[src/inc/tps_pkg.sv]
// Purpose: Shared constants and pin groupings of the test pattern sequencer.
// Assumes: 25 MHz board clock, byte-wide pattern memory, two external pattern queues.
// Notes:   Every figure that more than one file needs is named here once.
package tps_pkg;

  // ----------------------------------------------------------------------
  // Pattern memory geometry
  // ----------------------------------------------------------------------
  localparam int IDX_W = 8;
  localparam int LOW_W = 11;
  localparam int PROM_AW = IDX_W + LOW_W;
  localparam int BYTE_W = 8;
  localparam int WORD_W = 32;
  localparam int BYTES_PER_PATTERN = 2048;
  localparam int WORDS_PER_PATTERN = 512;
  localparam logic [LOW_W-1:0] LAST_BYTE_ADDR = 11'h7ff;
  localparam logic [1:0] LAST_BYTE_OF_WORD = 2'h3;
  localparam logic [IDX_W-1:0] RESET_INDEX = 8'h00;

  // ----------------------------------------------------------------------
  // Pattern word layout
  // ----------------------------------------------------------------------
  localparam int CTRL_W = 7;
  localparam int DATA_W = 22;
  localparam int DATA_LSB = 0;
  localparam int CTRL_LSB = 22;

  // ----------------------------------------------------------------------
  // Counters and timing
  // ----------------------------------------------------------------------
  localparam int CNT_W = 10;
  localparam logic [CNT_W-1:0] WORDS_TARGET = 10'h200;
  localparam logic [8:0] LAST_READ = 9'h1ff;
  localparam int CLK_KHZ = 25000;
  localparam int PROM_ACCESS_NS = 120;
  localparam int PROM_WAIT_CYCLES = (PROM_ACCESS_NS * CLK_KHZ + 999999) / 1000000;
  localparam logic [2:0] PROM_WAIT_LAST = 3'(PROM_WAIT_CYCLES - 1);
  localparam int DEBOUNCE_US = 10000;
  localparam int DEBOUNCE_CYCLES = DEBOUNCE_US * (CLK_KHZ / 1000);
  localparam int BUF_DEPTH = 8;

  // ----------------------------------------------------------------------
  // Pin groups and sequencer state encoding
  // ----------------------------------------------------------------------
  typedef struct packed {
    logic reset_n;
    logic s1_n;
    logic cke1;
    logic odt1;
    logic s0_n;
    logic cke0;
    logic odt0;
  } tps_ctrl_s;

  typedef struct packed {
    logic [15:0] a;
    logic [2:0] ba;
    logic we_n;
    logic ras_n;
    logic cas_n;
  } tps_addr_s;

  typedef enum logic [5:0] {
    ST_CAPTURE = 6'b00_0001,
    ST_FETCH = 6'b00_0010,
    ST_PUSH = 6'b00_0100,
    ST_DRAIN = 6'b00_1000,
    ST_MARK = 6'b01_0000,
    ST_RUN = 6'b10_0000
  } tps_state_e;

endpackage

[src/hw/tps_fifo.sv]
// Purpose: Small first-in first-out buffer with valid and ready on both sides.
// Assumes: Single clock, asynchronous active-high reset.
// Notes:   Storage is flip-flops; full and empty follow the true occupancy.
module tps_fifo #(
  parameter int WIDTH = 32,
  parameter int DEPTH = 8
) (
  input wire logic clk,
  input wire logic sys_rst,
  input wire logic in_valid,
  output logic in_ready,
  input wire logic [WIDTH-1:0] in_data,
  output logic out_valid,
  input wire logic out_ready,
  output logic [WIDTH-1:0] out_data
);

  localparam int PW = $clog2(DEPTH);

  logic [WIDTH-1:0] mem [DEPTH];
  logic [PW-1:0] wr_ptr;
  logic [PW-1:0] rd_ptr;
  logic [PW:0] count;

  wire push = in_valid && in_ready;
  wire pop = out_valid && out_ready;
  wire [PW-1:0] next_wr_ptr = (wr_ptr == PW'(DEPTH - 1)) ? '0 : wr_ptr + 1'b1;
  wire [PW-1:0] next_rd_ptr = (rd_ptr == PW'(DEPTH - 1)) ? '0 : rd_ptr + 1'b1;

  assign in_ready = (count != (PW + 1)'(DEPTH));
  assign out_valid = (count != '0);
  assign out_data = mem[rd_ptr];

  always_ff @(posedge clk or posedge sys_rst) begin
    if (sys_rst) begin
      wr_ptr <= '0;
      rd_ptr <= '0;
      count <= '0;
    end else begin
      if (push) wr_ptr <= next_wr_ptr;
      if (pop) rd_ptr <= next_rd_ptr;
      if (push && !pop) count <= count + 1'b1;
      else if (pop && !push) count <= count - 1'b1;
    end
  end

  always_ff @(posedge clk) begin
    if (push) mem[wr_ptr] <= in_data;
  end

endmodule

[src/hw/tps_sequencer.sv]
// Purpose: Loads a 512-word pattern from byte-wide memory into two queues and replays it.
// Assumes: Queues read with one cycle latency and support mark and retransmit.
// Notes:   Pattern contents are wholly defined by the memory image.
// Function
// Switch index drives upper eight memory address lines.
// Power-on or start button makes master reset.
// Fetch each 32-bit word as four byte reads.
// Full word written to both queues together.
// Load stops after exactly 512 stored words.
// Test mode reads queues every clock cycle.
// Mark and retransmit replay pattern endlessly.
// Replay continues until start button pressed again.
// Index sampled only at master reset.
// Each queue word shown exactly one cycle.
// Control field bit order RESET# down to ODT0.
// Data field carries A15..A0, BA2..BA0, WE#, RAS#, CAS#.
// Queue outputs feed separate control and data registers.
// Sync pattern passes unchanged every 32 cycles.
// Lower eleven address lines step 2048 bytes.
// Debounced button pulse clears queues and counters.
// Mark at first word, retransmit at 512th.
module tps_sequencer #(
  parameter int DEBOUNCE_CYCLES = tps_pkg::DEBOUNCE_CYCLES
) (
  input wire logic clk,
  input wire logic sys_rst,
  input wire logic start_button,
  input wire logic [tps_pkg::IDX_W-1:0] pattern_index,
  output logic [tps_pkg::PROM_AW-1:0] prom_addr,
  output logic prom_oe_n,
  input wire logic [tps_pkg::BYTE_W-1:0] prom_data,
  output logic queue_reset,
  output logic queue_write,
  input wire logic queue_full,
  output tps_pkg::tps_ctrl_s control_queue_input,
  output tps_pkg::tps_addr_s address_queue_input,
  output logic queue_read,
  output logic queue_mark,
  output logic queue_retransmit,
  input wire tps_pkg::tps_ctrl_s control_queue_output,
  input wire tps_pkg::tps_addr_s address_queue_output,
  output tps_pkg::tps_ctrl_s dimm_control,
  output tps_pkg::tps_addr_s dimm_address,
  output logic test_active
);

  // ----------------------------------------------------------------------
  // Start button conditioning
  // ----------------------------------------------------------------------
  // The button is treated as asynchronous bounce-prone contact, so it is
  // synchronised and must be stable for the whole debounce interval.
  logic btn_meta;
  logic btn_sync;
  logic btn_level;
  logic [17:0] btn_cnt;
  logic btn_pulse;

  wire btn_differs = (btn_sync != btn_level);
  wire btn_settled = (btn_cnt == 18'(DEBOUNCE_CYCLES - 1));

  always_ff @(posedge clk or posedge sys_rst) begin
    if (sys_rst) begin
      btn_meta <= 1'b0;
      btn_sync <= 1'b0;
    end else begin
      btn_meta <= start_button;
      btn_sync <= btn_meta;
    end
  end

  always_ff @(posedge clk or posedge sys_rst) begin
    if (sys_rst) begin
      btn_cnt <= '0;
      btn_level <= 1'b0;
      btn_pulse <= 1'b0;
    end else begin
      btn_pulse <= 1'b0;
      if (!btn_differs) begin
        btn_cnt <= '0;
      end else if (btn_settled) begin
        btn_cnt <= '0;
        btn_level <= btn_sync;
        btn_pulse <= btn_sync;
      end else begin
        btn_cnt <= btn_cnt + 1'b1;
      end
    end
  end

  // ----------------------------------------------------------------------
  // Sequencer state
  // ----------------------------------------------------------------------
  tps_pkg::tps_state_e state;
  tps_pkg::tps_state_e next_state;
  logic [tps_pkg::IDX_W-1:0] index_q;
  logic [tps_pkg::LOW_W-1:0] byte_addr;
  logic [2:0] wait_cnt;
  logic [23:0] byte_shift;
  logic [tps_pkg::CNT_W-1:0] write_count;
  logic [8:0] read_count;
  logic read_d;

  logic buf_in_ready;
  logic buf_out_valid;
  logic [tps_pkg::WORD_W-1:0] buf_out_data;

  wire in_capture = (state == tps_pkg::ST_CAPTURE);
  wire in_fetch = (state == tps_pkg::ST_FETCH);
  wire in_push = (state == tps_pkg::ST_PUSH);
  wire in_run = (state == tps_pkg::ST_RUN);
  wire loading = in_fetch || in_push;
  wire wait_done = (wait_cnt == tps_pkg::PROM_WAIT_LAST);
  wire word_boundary = (byte_addr[1:0] == tps_pkg::LAST_BYTE_OF_WORD);
  wire last_byte = (byte_addr == tps_pkg::LAST_BYTE_ADDR);
  wire [tps_pkg::WORD_W-1:0] assembled = {byte_shift, prom_data};
  wire buf_push = in_push && buf_in_ready;
  wire byte_step = (in_fetch && wait_done && !word_boundary) || buf_push;
  wire all_written = (write_count == tps_pkg::WORDS_TARGET);
  wire drain_ok = buf_out_valid && (in_capture || (!queue_full && !all_written));
  wire last_read = in_run && (read_count == tps_pkg::LAST_READ);

  // Capture holds until the word buffer is empty. Words left by a load that
  // the button cut short are dropped there and never reach the new pattern.
  always_comb begin
    next_state = state;
    unique case (state)
      tps_pkg::ST_CAPTURE: begin
        if (!buf_out_valid) next_state = tps_pkg::ST_FETCH;
      end
      tps_pkg::ST_FETCH: begin
        if (wait_done && word_boundary) next_state = tps_pkg::ST_PUSH;
      end
      tps_pkg::ST_PUSH: begin
        if (buf_in_ready) begin
          next_state = last_byte ? tps_pkg::ST_DRAIN : tps_pkg::ST_FETCH;
        end
      end
      tps_pkg::ST_DRAIN: begin
        if (all_written) next_state = tps_pkg::ST_MARK;
      end
      tps_pkg::ST_MARK: next_state = tps_pkg::ST_RUN;
      tps_pkg::ST_RUN: next_state = tps_pkg::ST_RUN;
    endcase
  end

  // A new master reset from the button wins over every state. The power-on
  // reset lands in the capture state as well, so both start a load.
  always_ff @(posedge clk or posedge sys_rst) begin
    if (sys_rst) begin
      state <= tps_pkg::ST_CAPTURE;
    end else if (btn_pulse) begin
      state <= tps_pkg::ST_CAPTURE;
    end else begin
      state <= next_state;
    end
  end

  // The index is caught in every cycle of the capture state, never later,
  // so switch changes during a test are ignored.
  always_ff @(posedge clk or posedge sys_rst) begin
    if (sys_rst) begin
      index_q <= tps_pkg::RESET_INDEX;
    end else if (in_capture) begin
      index_q <= pattern_index;
    end
  end

  always_ff @(posedge clk or posedge sys_rst) begin
    if (sys_rst) begin
      byte_addr <= '0;
      wait_cnt <= '0;
      byte_shift <= '0;
    end else if (in_capture) begin
      byte_addr <= '0;
      wait_cnt <= '0;
    end else if (in_fetch) begin
      wait_cnt <= wait_done ? wait_cnt : wait_cnt + 1'b1;
      if (byte_step) begin
        byte_shift <= assembled[23:0];
        byte_addr <= byte_addr + 1'b1;
        wait_cnt <= '0;
      end
    end else if (buf_push) begin
      byte_addr <= byte_addr + 1'b1;
      wait_cnt <= '0;
    end
  end

  assign prom_addr = {index_q, byte_addr};
  assign prom_oe_n = !loading;

  // ----------------------------------------------------------------------
  // Word buffer and queue writes
  // ----------------------------------------------------------------------
  // The queue full flag stalls the drain side, which in turn stalls the
  // byte fetch once the small buffer fills.
  tps_fifo #(
    .WIDTH(tps_pkg::WORD_W),
    .DEPTH(tps_pkg::BUF_DEPTH)
  ) u_word_buf (
    .clk(clk),
    .sys_rst(sys_rst),
    .in_valid(in_push),
    .in_ready(buf_in_ready),
    .in_data(assembled),
    .out_valid(buf_out_valid),
    .out_ready(drain_ok),
    .out_data(buf_out_data)
  );

  always_ff @(posedge clk or posedge sys_rst) begin
    if (sys_rst) begin
      queue_write <= 1'b0;
      control_queue_input <= '0;
      address_queue_input <= '0;
      write_count <= '0;
    end else begin
      queue_write <= drain_ok && !in_capture;
      if (drain_ok) begin
        control_queue_input <= buf_out_data[tps_pkg::CTRL_LSB +: tps_pkg::CTRL_W];
        address_queue_input <= buf_out_data[tps_pkg::DATA_LSB +: tps_pkg::DATA_W];
      end
      if (in_capture) write_count <= '0;
      else if (drain_ok) write_count <= write_count + 1'b1;
    end
  end

  // ----------------------------------------------------------------------
  // Replay
  // ----------------------------------------------------------------------
  assign queue_reset = in_capture;
  assign queue_mark = (state == tps_pkg::ST_MARK);
  assign queue_read = in_run;
  assign queue_retransmit = last_read;
  assign test_active = in_run;

  always_ff @(posedge clk or posedge sys_rst) begin
    if (sys_rst) begin
      read_count <= '0;
      read_d <= 1'b0;
    end else begin
      read_d <= queue_read && !btn_pulse;
      if (!in_run) read_count <= '0;
      else read_count <= read_count + 1'b1;
    end
  end

  // Words pass through untouched, so a periodic sync pattern in memory
  // reaches both registers in the same cycle.
  always_ff @(posedge clk or posedge sys_rst) begin
    if (sys_rst) begin
      dimm_control <= '0;
      dimm_address <= '0;
    end else if (read_d) begin
      dimm_control <= control_queue_output;
      dimm_address <= address_queue_output;
    end else begin
      dimm_control <= '0;
      dimm_address <= '0;
    end
  end

  // ----------------------------------------------------------------------
  // Checks
  // ----------------------------------------------------------------------
  AST_INDEX_ADDR: assert property (@(posedge clk) disable iff (sys_rst)
    loading |-> prom_addr[tps_pkg::PROM_AW-1:tps_pkg::LOW_W] == index_q)
    else $error("upper memory address differs from captured index");

  AST_BUTTON_RESTART: assert property (@(posedge clk) disable iff (sys_rst)
    btn_pulse |=> queue_reset && prom_oe_n && !test_active)
    else $error("button pulse did not restart loading");

  AST_WORD_PUSH: assert property (@(posedge clk) disable iff (sys_rst)
    buf_push |-> byte_addr[1:0] == tps_pkg::LAST_BYTE_OF_WORD)
    else $error("word pushed before four bytes were read");

  AST_BOTH_QUEUES: assert property (@(posedge clk) disable iff (sys_rst)
    drain_ok && !in_capture |=> queue_write &&
      control_queue_input == $past(buf_out_data[tps_pkg::CTRL_LSB +: tps_pkg::CTRL_W]) &&
      address_queue_input == $past(buf_out_data[tps_pkg::DATA_LSB +: tps_pkg::DATA_W]))
    else $error("queue write did not carry both fields");

  AST_WORD_LIMIT: assert property (@(posedge clk) disable iff (sys_rst)
    (state == tps_pkg::ST_MARK) |-> write_count == tps_pkg::WORDS_TARGET)
    else $error("test mode entered without exactly 512 words");

  AST_READ_EVERY: assert property (@(posedge clk) disable iff (sys_rst)
    queue_mark && !btn_pulse |=> queue_read [*8])
    else $error("queue read not continuous in test mode");

  // Separate tally of reads since the mark. It shares no logic with the
  // replay counter, so a wrong wrap point there is caught here.
  logic [8:0] chk_reads;

  always_ff @(posedge clk or posedge sys_rst) begin
    if (sys_rst) begin
      chk_reads <= '0;
    end else if (queue_mark) begin
      chk_reads <= '0;
    end else if (queue_read) begin
      chk_reads <= chk_reads + 1'b1;
    end
  end

  AST_RETRANSMIT: assert property (@(posedge clk) disable iff (sys_rst)
    queue_read |-> queue_retransmit == (chk_reads == tps_pkg::LAST_READ))
    else $error("retransmit not at 512th read");

  AST_INDEX_HOLD: assert property (@(posedge clk) disable iff (sys_rst)
    !in_capture |=> $stable(index_q))
    else $error("index changed outside master reset");

  AST_PIN_REG: assert property (@(posedge clk) disable iff (sys_rst)
    read_d |=> dimm_address == $past(address_queue_output) &&
      dimm_control == $past(control_queue_output))
    else $error("queue word not presented for its cycle");

  AST_MARK_FIRST: assert property (@(posedge clk) disable iff (sys_rst)
    queue_mark |-> !queue_read && read_count == '0)
    else $error("mark not set before first read");

  AST_FLUSH_DONE: assert property (@(posedge clk) disable iff (sys_rst)
    in_capture && !buf_out_valid && !btn_pulse |=> in_fetch)
    else $error("load did not start after buffer was empty");

  AST_ONE_PULSE: assert property (@(posedge clk) disable iff (sys_rst)
    btn_pulse |=> !btn_pulse)
    else $error("button press gave more than one pulse");

  AST_ADDR_STEP: assert property (@(posedge clk) disable iff (sys_rst)
    byte_step || buf_push |=> byte_addr == $past(byte_addr) + 11'h001)
    else $error("byte address did not step by one");

  AST_FULL_STALL: assert property (@(posedge clk) disable iff (sys_rst)
    queue_full |=> !queue_write)
    else $error("queue written while full");

  AST_RUN_NO_WRITE: assert property (@(posedge clk) disable iff (sys_rst)
    in_run |-> !queue_write)
    else $error("queue written during replay");

  AST_DIMM_IDLE: assert property (@(posedge clk) disable iff (sys_rst)
    !read_d |=> dimm_control == '0 && dimm_address == '0)
    else $error("pins not idle without a read");

endmodule

[config.mk]
export PLATFORM = sky130hd
export DESIGN_NAME = tps_sequencer
export DESIGN_NICKNAME = d
export VERILOG_FILES = /design/src/inc/tps_pkg.sv /design/src/hw/tps_fifo.sv /design/src/hw/tps_sequencer.sv
export SDC_FILE = /design/constraint.sdc
export NUM_CORES = 1
export LEC_CHECK = 0
export BUFFER_PORTS_ARGS = -buffer_cell sky130_fd_sc_hd__buf_2
export CAP_MARGIN = 20
export CORE_MARGIN = 2
export CORE_UTILIZATION = 35
export CTS_BUF_LIST = sky130_fd_sc_hd__clkbuf_16
export DETAILED_ROUTE_END_ITERATION = 6
export SYNTH_ARGS = -nofsm -noshare
export SYNTH_HDL_FRONTEND = slang
export SYNTH_SLANG_ARGS = --single-unit
[constraint.sdc]
create_clock -name clk -period 5.3 [get_ports clk]
set_input_delay 0.265 -clock clk [delete_from_list [all_inputs] [get_ports clk]]
set_output_delay 0.265 -clock clk [all_outputs]
set_load 0.005 [all_outputs]
* Word level (Yosys, flattened, before mapping) *
Memory sizes are Yosys's and may differ from the RTL's. A register that Yosys moved wholly into a read port is not among the register bits.
Index checks and enable logic that the tools add are counted.

storage, ports and cells
  input bits = 49
  output and inout bits = 84
  register bits after elaboration = 134
  word-level logic and storage cells = 126
  memory bits (writable) = 256
  memories = 1

memories
  memory          words  width  read ports  clocked after memory_dff  wr ports  RTL line        text
  u_word_buf.mem  8      32     1           1                         1         tps_fifo.sv:20  logic [WIDTH-1:0] mem [DEPTH];

operators by class
  bitwise operators = 1
  reduce and logical (&&, ||, !) cells = 33
  multiplexer cells = 31
  $add $sub $neg = 9
  equality and inequality tests = 22

operator list
  cell                                            count
  two-way mux 11 bit                              4
  two-way mux 18 bit                              2
  two-way mux 6 bit                               5
  one-hot mux 6 bit (5 select lines)              1
  two-way mux 22 bit                              1
  two-way mux 3 bit                               7
  two-way mux 10 bit                              2
  adder 18 x 1 -> 18 bit (second input constant)  1
  == test 18 bit (second input constant)          1
  logical AND 1 bit                               12
  two-way mux 4 bit                               3
  adder 11 x 1 -> 11 bit (second input constant)  1
  == test 11 bit (second input constant)          1
  adder 10 x 1 -> 10 bit (second input constant)  1
  == test 10 bit (second input constant)          1
  adder 3 x 1 -> 3 bit (second input constant)    3
  adder 9 x 1 -> 9 bit (second input constant)    1
  == test 9 bit (second input constant)           1
  two-way mux 9 bit                               1
  != test 3 x 2 -> 1 bit (second input constant)  3
  logical NOT 1 bit                               8
  two-way mux 7 bit                               1
  == test 3 bit (second input constant)           2
  == test 6 x 1 -> 1 bit (second input constant)  1
  other kinds (23)                                32

* Longest topological paths before layout *
  word-level depth = 9
  mapped depth = 15
  gate-level depth less buffers = 12

* Cells and area by module *
A second synthesis with hierarchy kept.

second synthesis, totals
  cells, all modules = 980
  area, all modules = 16771.1 sq um

by module, submodules not included
  module         instances  cells each  seq. area each (sq um)  area each (sq um)
  tps_fifo       1          435         7937.6                  10304.9
  tps_sequencer  1          545         3829.9                  6466.2

* Worst setup path before layout *
OpenSTA, ideal clock, no wires.

  kind = flip-flop to flip-flop
  from = register state[4]
  to = memory u_word_buf.mem[4][0], enable pin
  cell stages (with the launch flop) = 6
  setup slack = 0.531 ns
  arrival time = 4.270 ns
  clock period less this slack = 4.769 ns
  library setup time = 0.498 ns
  cell sequence = dfrtp_1 > clkbuf_1 > nor3_2 > nand4_1 > clkbuf_1 > nor4b_1

on the way
  word-level cells in the longest chain between the ends = 4

ends and longest elaborated chain
  element                                  RTL line              text
  start, declared                          tps_sequencer.sv:93   tps_pkg::tps_state_e state;
  start signal, assigned                   tps_sequencer.sv:150  state <= tps_pkg::ST_CAPTURE;
  start signal, assigned                   tps_sequencer.sv:152  state <= tps_pkg::ST_CAPTURE;
  start signal, assigned                   tps_sequencer.sv:154  state <= next_state;
  == test 6 x 3 -> 1 bit                   tps_sequencer.sv:109  wire in_push = (state == tps_pkg::ST_PUSH);
  logical AND 1 bit                        tps_fifo.sv:25        wire push = in_valid && in_ready;
  two-way mux 1 bit                        tps_fifo.sv:48        if (push) mem[wr_ptr] <= in_data;
  two-way mux 1 bit (not written as such)  tps_fifo.sv:48
  end, declared                            tps_fifo.sv:20

No other way between the ends.

* Worst setup path in the final report *
  from = register state[3]
  to = register u_word_buf.count[3]

on the way
  word-level cells in the longest chain between the ends = 7

ends and longest elaborated chain
  element                                                         RTL line              text
  == test 6 x 1 -> 1 bit                                          tps_sequencer.sv:107  wire in_capture = (state == tps_pkg::ST_CAPTURE);
  logical OR 1 bit                                                tps_sequencer.sv:119  wire drain_ok = buf_out_valid && (in_capture || (!queue_full && !all_written));
  logical AND 1 bit                                               tps_sequencer.sv:119
  logical AND 1 bit                                               tps_fifo.sv:26        wire pop = out_valid && out_ready;
  logical NOT 1 bit                                               tps_fifo.sv:42        if (push && !pop) count <= count + 1'b1;
  logical AND 1 bit                                               tps_fifo.sv:42
  two-way mux 4 bit / nonzero test 2 bit (equally long branches)  n/a
  end signal, assigned                                            tps_fifo.sv:42
  end signal, assigned                                            tps_fifo.sv:43        else if (pop && !push) count <= count - 1'b1;
  end, declared                                                   tps_fifo.sv:23        logic [PW:0] count;

Parallel ways exist; a longest one is shown, timed or not.
A chain may end at the register's enable or synchronous reset.

==> results.py <==
metrics = {
    "setup_path": {
        "crit_cells": 13,
        "cp_max_fo": 66,
        "cp_data_required_time_ns": 5.73,
        "r2r_cells": 13,
        "ff2ff_setup_slack_ns": 1.57,
        "slowest_stage": "inv_2",
        "critPathCapture": "u_word_buf.count[3]",
        "crit_path_end_kind": "register",
        "crit_start": "state[3]",
        "crit_family": "buffers and inverters",
        "crit_arrival_ns": 4.16,
        "startpoint_type": "register",
        "r2r_end": "u_word_buf.count[3]",
        "crit-reg2reg-launch": "state[3]",
        "path_class": "reg2reg",
        "worst-path-buf-inv": 3,
        "cp_cell_sequence": "nor4_4 -> nand2_1 -> inv_2 -> o21ai_4 -> buf_4 -> ha_1 -> inv_1 -> ha_1 -> a21o_1 -> a21oi_1 -> xnor2_1 -> nor2_1 -> xnor2_1",
        "cpPeakStageDelay_ns": 0.54,
    },
    "floorplan": {
        "die_w_um": 214,
        "core_um2": 43900,
        "pin_count": 133,
        "die_h_um": 214,
        "fp-row-count": 77,
        "die_area_um2": 46000,
        "start_util": 0.353,
    },
    "job": {
        "drv_cap": 0,
    },
    "timing": {
        "slew_headroom": 0.256,
        "setup_viol": 0,
        "worstMarginPinSlew_ns": 1.11,
        "clock.fmax_mhz": 268,
        "hold_violations": 0,
        "timing.hold.ws_ns": 0.0255,
        "rsz0062_at_grt": "false",
        "fin_setup_tns_ns": 0,
        "fin_crit_sh": 0.704,
        "period_needed_ns": 3.73,
        "drv_slew": 0,
        "fin_skew_ns": 0.0206,
    },
    "global_routing": {
        "grt_pass1_vias": 8870,
        "grt_max_degree": 72,
        "grt_overflow": 0,
        "grt_pass1_wl_mm": 50.9,
        "antenna_found_initial": 2,
        "grt_usage": 0.140,
    },
    "placement": {
        "postPlaceCellArea_um2": 16800,
        "place.gp.congestion": 0.779,
        "numPortBuffers": 132,
        "dp_hpwl_mm": 17.9,
    },
    "logic_synthesis": {
        "synth-xor-area-share": 0.0215,
        "syn_avg_cell_area_um2": 16.0,
        "muxShareOfSynthArea": 0.120,
        "synth-edff-count": 232,
        "synth_async_sr_flop_share": 0.408,
        "synth_top_family_by_area": "multiplexers",
        "synth_ff_type": "edfxtp_1",
        "synthAdderAreaFrac": 0.0134,
        "synth_fp_nets": 1033,
        "yosys.area_share.simple": 0.0894,
        "ys_seq_area_frac": 0.708,
        "synth_compound_area_frac": 0.0300,
        "yosysUniqueCellTypes": 57,
        "syn_inst": 968,
        "yosys_warnings": 0,
        "netlist_area_um2": 15500,
        "synth_seq_cells": 392,
    },
    "detailed_routing": {
        "drt-met1-wl_mm": 14.5,
        "routedWlPerCell_um": 17.9,
        "vias_per_cell": 4.81,
        "drt_wl_total_mm": 31.9,
        "wl_met3_mm": 1.54,
        "top_layer_used": "met5",
        "met2WireLength_mm": 15.0,
        "dr_total_vias": 8557,
        "ant_nets": 0,
        "drt_pass1_iterations": 4,
        "drc": 0,
        "detail_route.iter0.violations": 797,
    },
    "finish": {
        "layout_commonest_cell": "edfxtp_1",
        "fillers": 3997,
        "regArea_um2": 11000,
        "final_nets": 1218,
        "area_growth_pct": 19.6,
        "fin_area_um2": 18500,
        "layout_common_cells": "232 x edfxtp_1, 156 x dfrtp_1, 132 x buf_2",
        "multi_input_area_um2": 4320,
        "drive_gt1_frac": 0.251,
        "postLayoutCoreUtil": 0.422,
    },
    "pwr": {
        "pwr-share-clk": 0.303,
        "leakagePower_nw": 7.22,
        "p_seq_frac": 0.498,
        "power_mw": 8.84,
        "p_int_mw": 6.27,
        "p_per_area_nw_per_um2": 477,
        "p_comb_frac": 0.199,
        "p_switching_mw": 2.56,
        "ir_drop_mv": 0.251,
        "sw_frac_of_total": 0.290,
    },
    "cts": {
        "cts_max_level": 2,
        "cts_tree": "yes",
        "clk_latency_ns": 0.56,
        "cts.sinks": 392,
        "cts_buffer_depth": 3,
        "post_cts_buffers": 0,
        "clk_transition_reported_paths_ns": 0.06,
        "numCtsBuffers": 42,
        "cts-root-buf": "clkbuf_16",
    },
    "min_path": {
        "hold_path.class": "in2reg",
    },
    "outcome": {
        "status": "finished clean",
    },
}
## registers in the layout, summed over array words and instances, names as in the netlist, 3 cells and up
| signal | count |
|---|---|
| u_word_buf.mem | 232 |
| address_queue_input | 22 |
| dimm_address | 22 |
| byte_shift | 21 |
| btn_cnt | 18 |
| byte_addr | 11 |
| write_count | 10 |
| read_count | 9 |
| index_q | 8 |
| control_queue_input | 7 |
| dimm_control | 7 |
| state | 6 |
| u_word_buf.count | 4 |
| u_word_buf.rd_ptr | 3 |
| u_word_buf.wr_ptr | 3 |
| wait_cnt | 3 |
## power groups by stage
| stage | Combinational (mW) | Sequential, mW | Clock (mW) |
|---|---|---|---|
| 2_1_floorplan | 1.44 | 4.13 | 0 |
| 3_3_place_gp | 1.75 | 4.45 | 0 |
| 3_5_place_dp | 1.77 | 4.47 | 0 |
| 4_1_cts | 1.80 | 4.42 | 2.77 |
| 5_1_grt | 1.95 | 4.50 | 2.89 |
| 6_report | 1.76 | 4.40 | 2.68 |
## worst reg2reg max path, delay by kind of cell (launching register included)
family	cells	cell delay (ns)
AO/OA/AOI/OAI	3	0.45
AND/OR/NAND/NOR	3	0.85
buffers and inverters	3	1.00
adder cells (fa/ha/maj)	2	0.57
flip-flops	1	0.49
XOR/XNOR	2	0.27
## synth_stat cells (all sizes together) (11+ instances only)
library cell / instances / area [um^2]
nand3: 25 / 125
inv: 11 / 41.3
and2: 37 / 234
nand2: 87 / 327
ha: 15 / 188
mux4: 58 / 1310
mux2: 24 / 270
o21ai: 48 / 240
nor3: 14 / 75.1
buf: 24 / 145
nor2: 52 / 195
mux2i: 29 / 290
xnor2: 22 / 193
edfxtp: 232 / 6970
clkbuf: 23 / 86.3
dfrtp: 159 / 3980
xor2: 16 / 140
## per-layer routing
layer,GRT usage,vias up
li1,-,3991
met1,0.195,4324
met2,0.224,183
met3,0.0279,57
met4,0.0449,2
met5,0,-
## layout make-up
class | count | area share
clock inverter | 33 | 0.00992
timing repair buffer | 188 | 0.0641
antenna | 1 | 0.000135
tap | 592 | 0.0400
sequential | 392 | 0.592
clock buffer | 43 | 0.0581
inverter | 11 | 0.00250
multi-input combinational | 518 | 0.233
## stage by stage
stage | setup slack, ns | cells
after floorplan | 0.531 | 968
after global placement | 1.67 | 1658
after detailed placement | 1.56 | 1658
after CTS | 1.55 | 1777
after global routing | 1.24 | 1778
final | 1.57 | 1778
## worst min path at each step
stage,from,to,slack [ns],cells past startpoint
2_1_floorplan,start_button,btn_meta,0.30,0
4_1_cts,prom_data[6],u_word_buf.mem[6][6],0.007,1
5_1_grt,prom_data[6],u_word_buf.mem[6][6],0.03,1
3_3_place_gp,btn_meta,btn_sync,0.35,0
6_report,prom_data[2],u_word_buf.mem[5][2],0.03,1
3_5_place_dp,btn_meta,btn_sync,0.34,0
## timing repair
item / in CTS / in global routing
hold endpoints to repair: 139 / 0
resized for setup: 0 / 0
hold buffers: 43 / 0
## cells by family (layout without fill, tap and decap cells)
logic type	count (synthesis)	after routing
xor gates and xnor gates	38	38
adders and majority gates	16	16
muxes	111	111
buffers and inverters	58	275
DFF	392	392
and+or+nand+nor	274	274
AOI/OAI and AO/OA	79	79
other	0	1
Power figures use the tool's default switching activity.
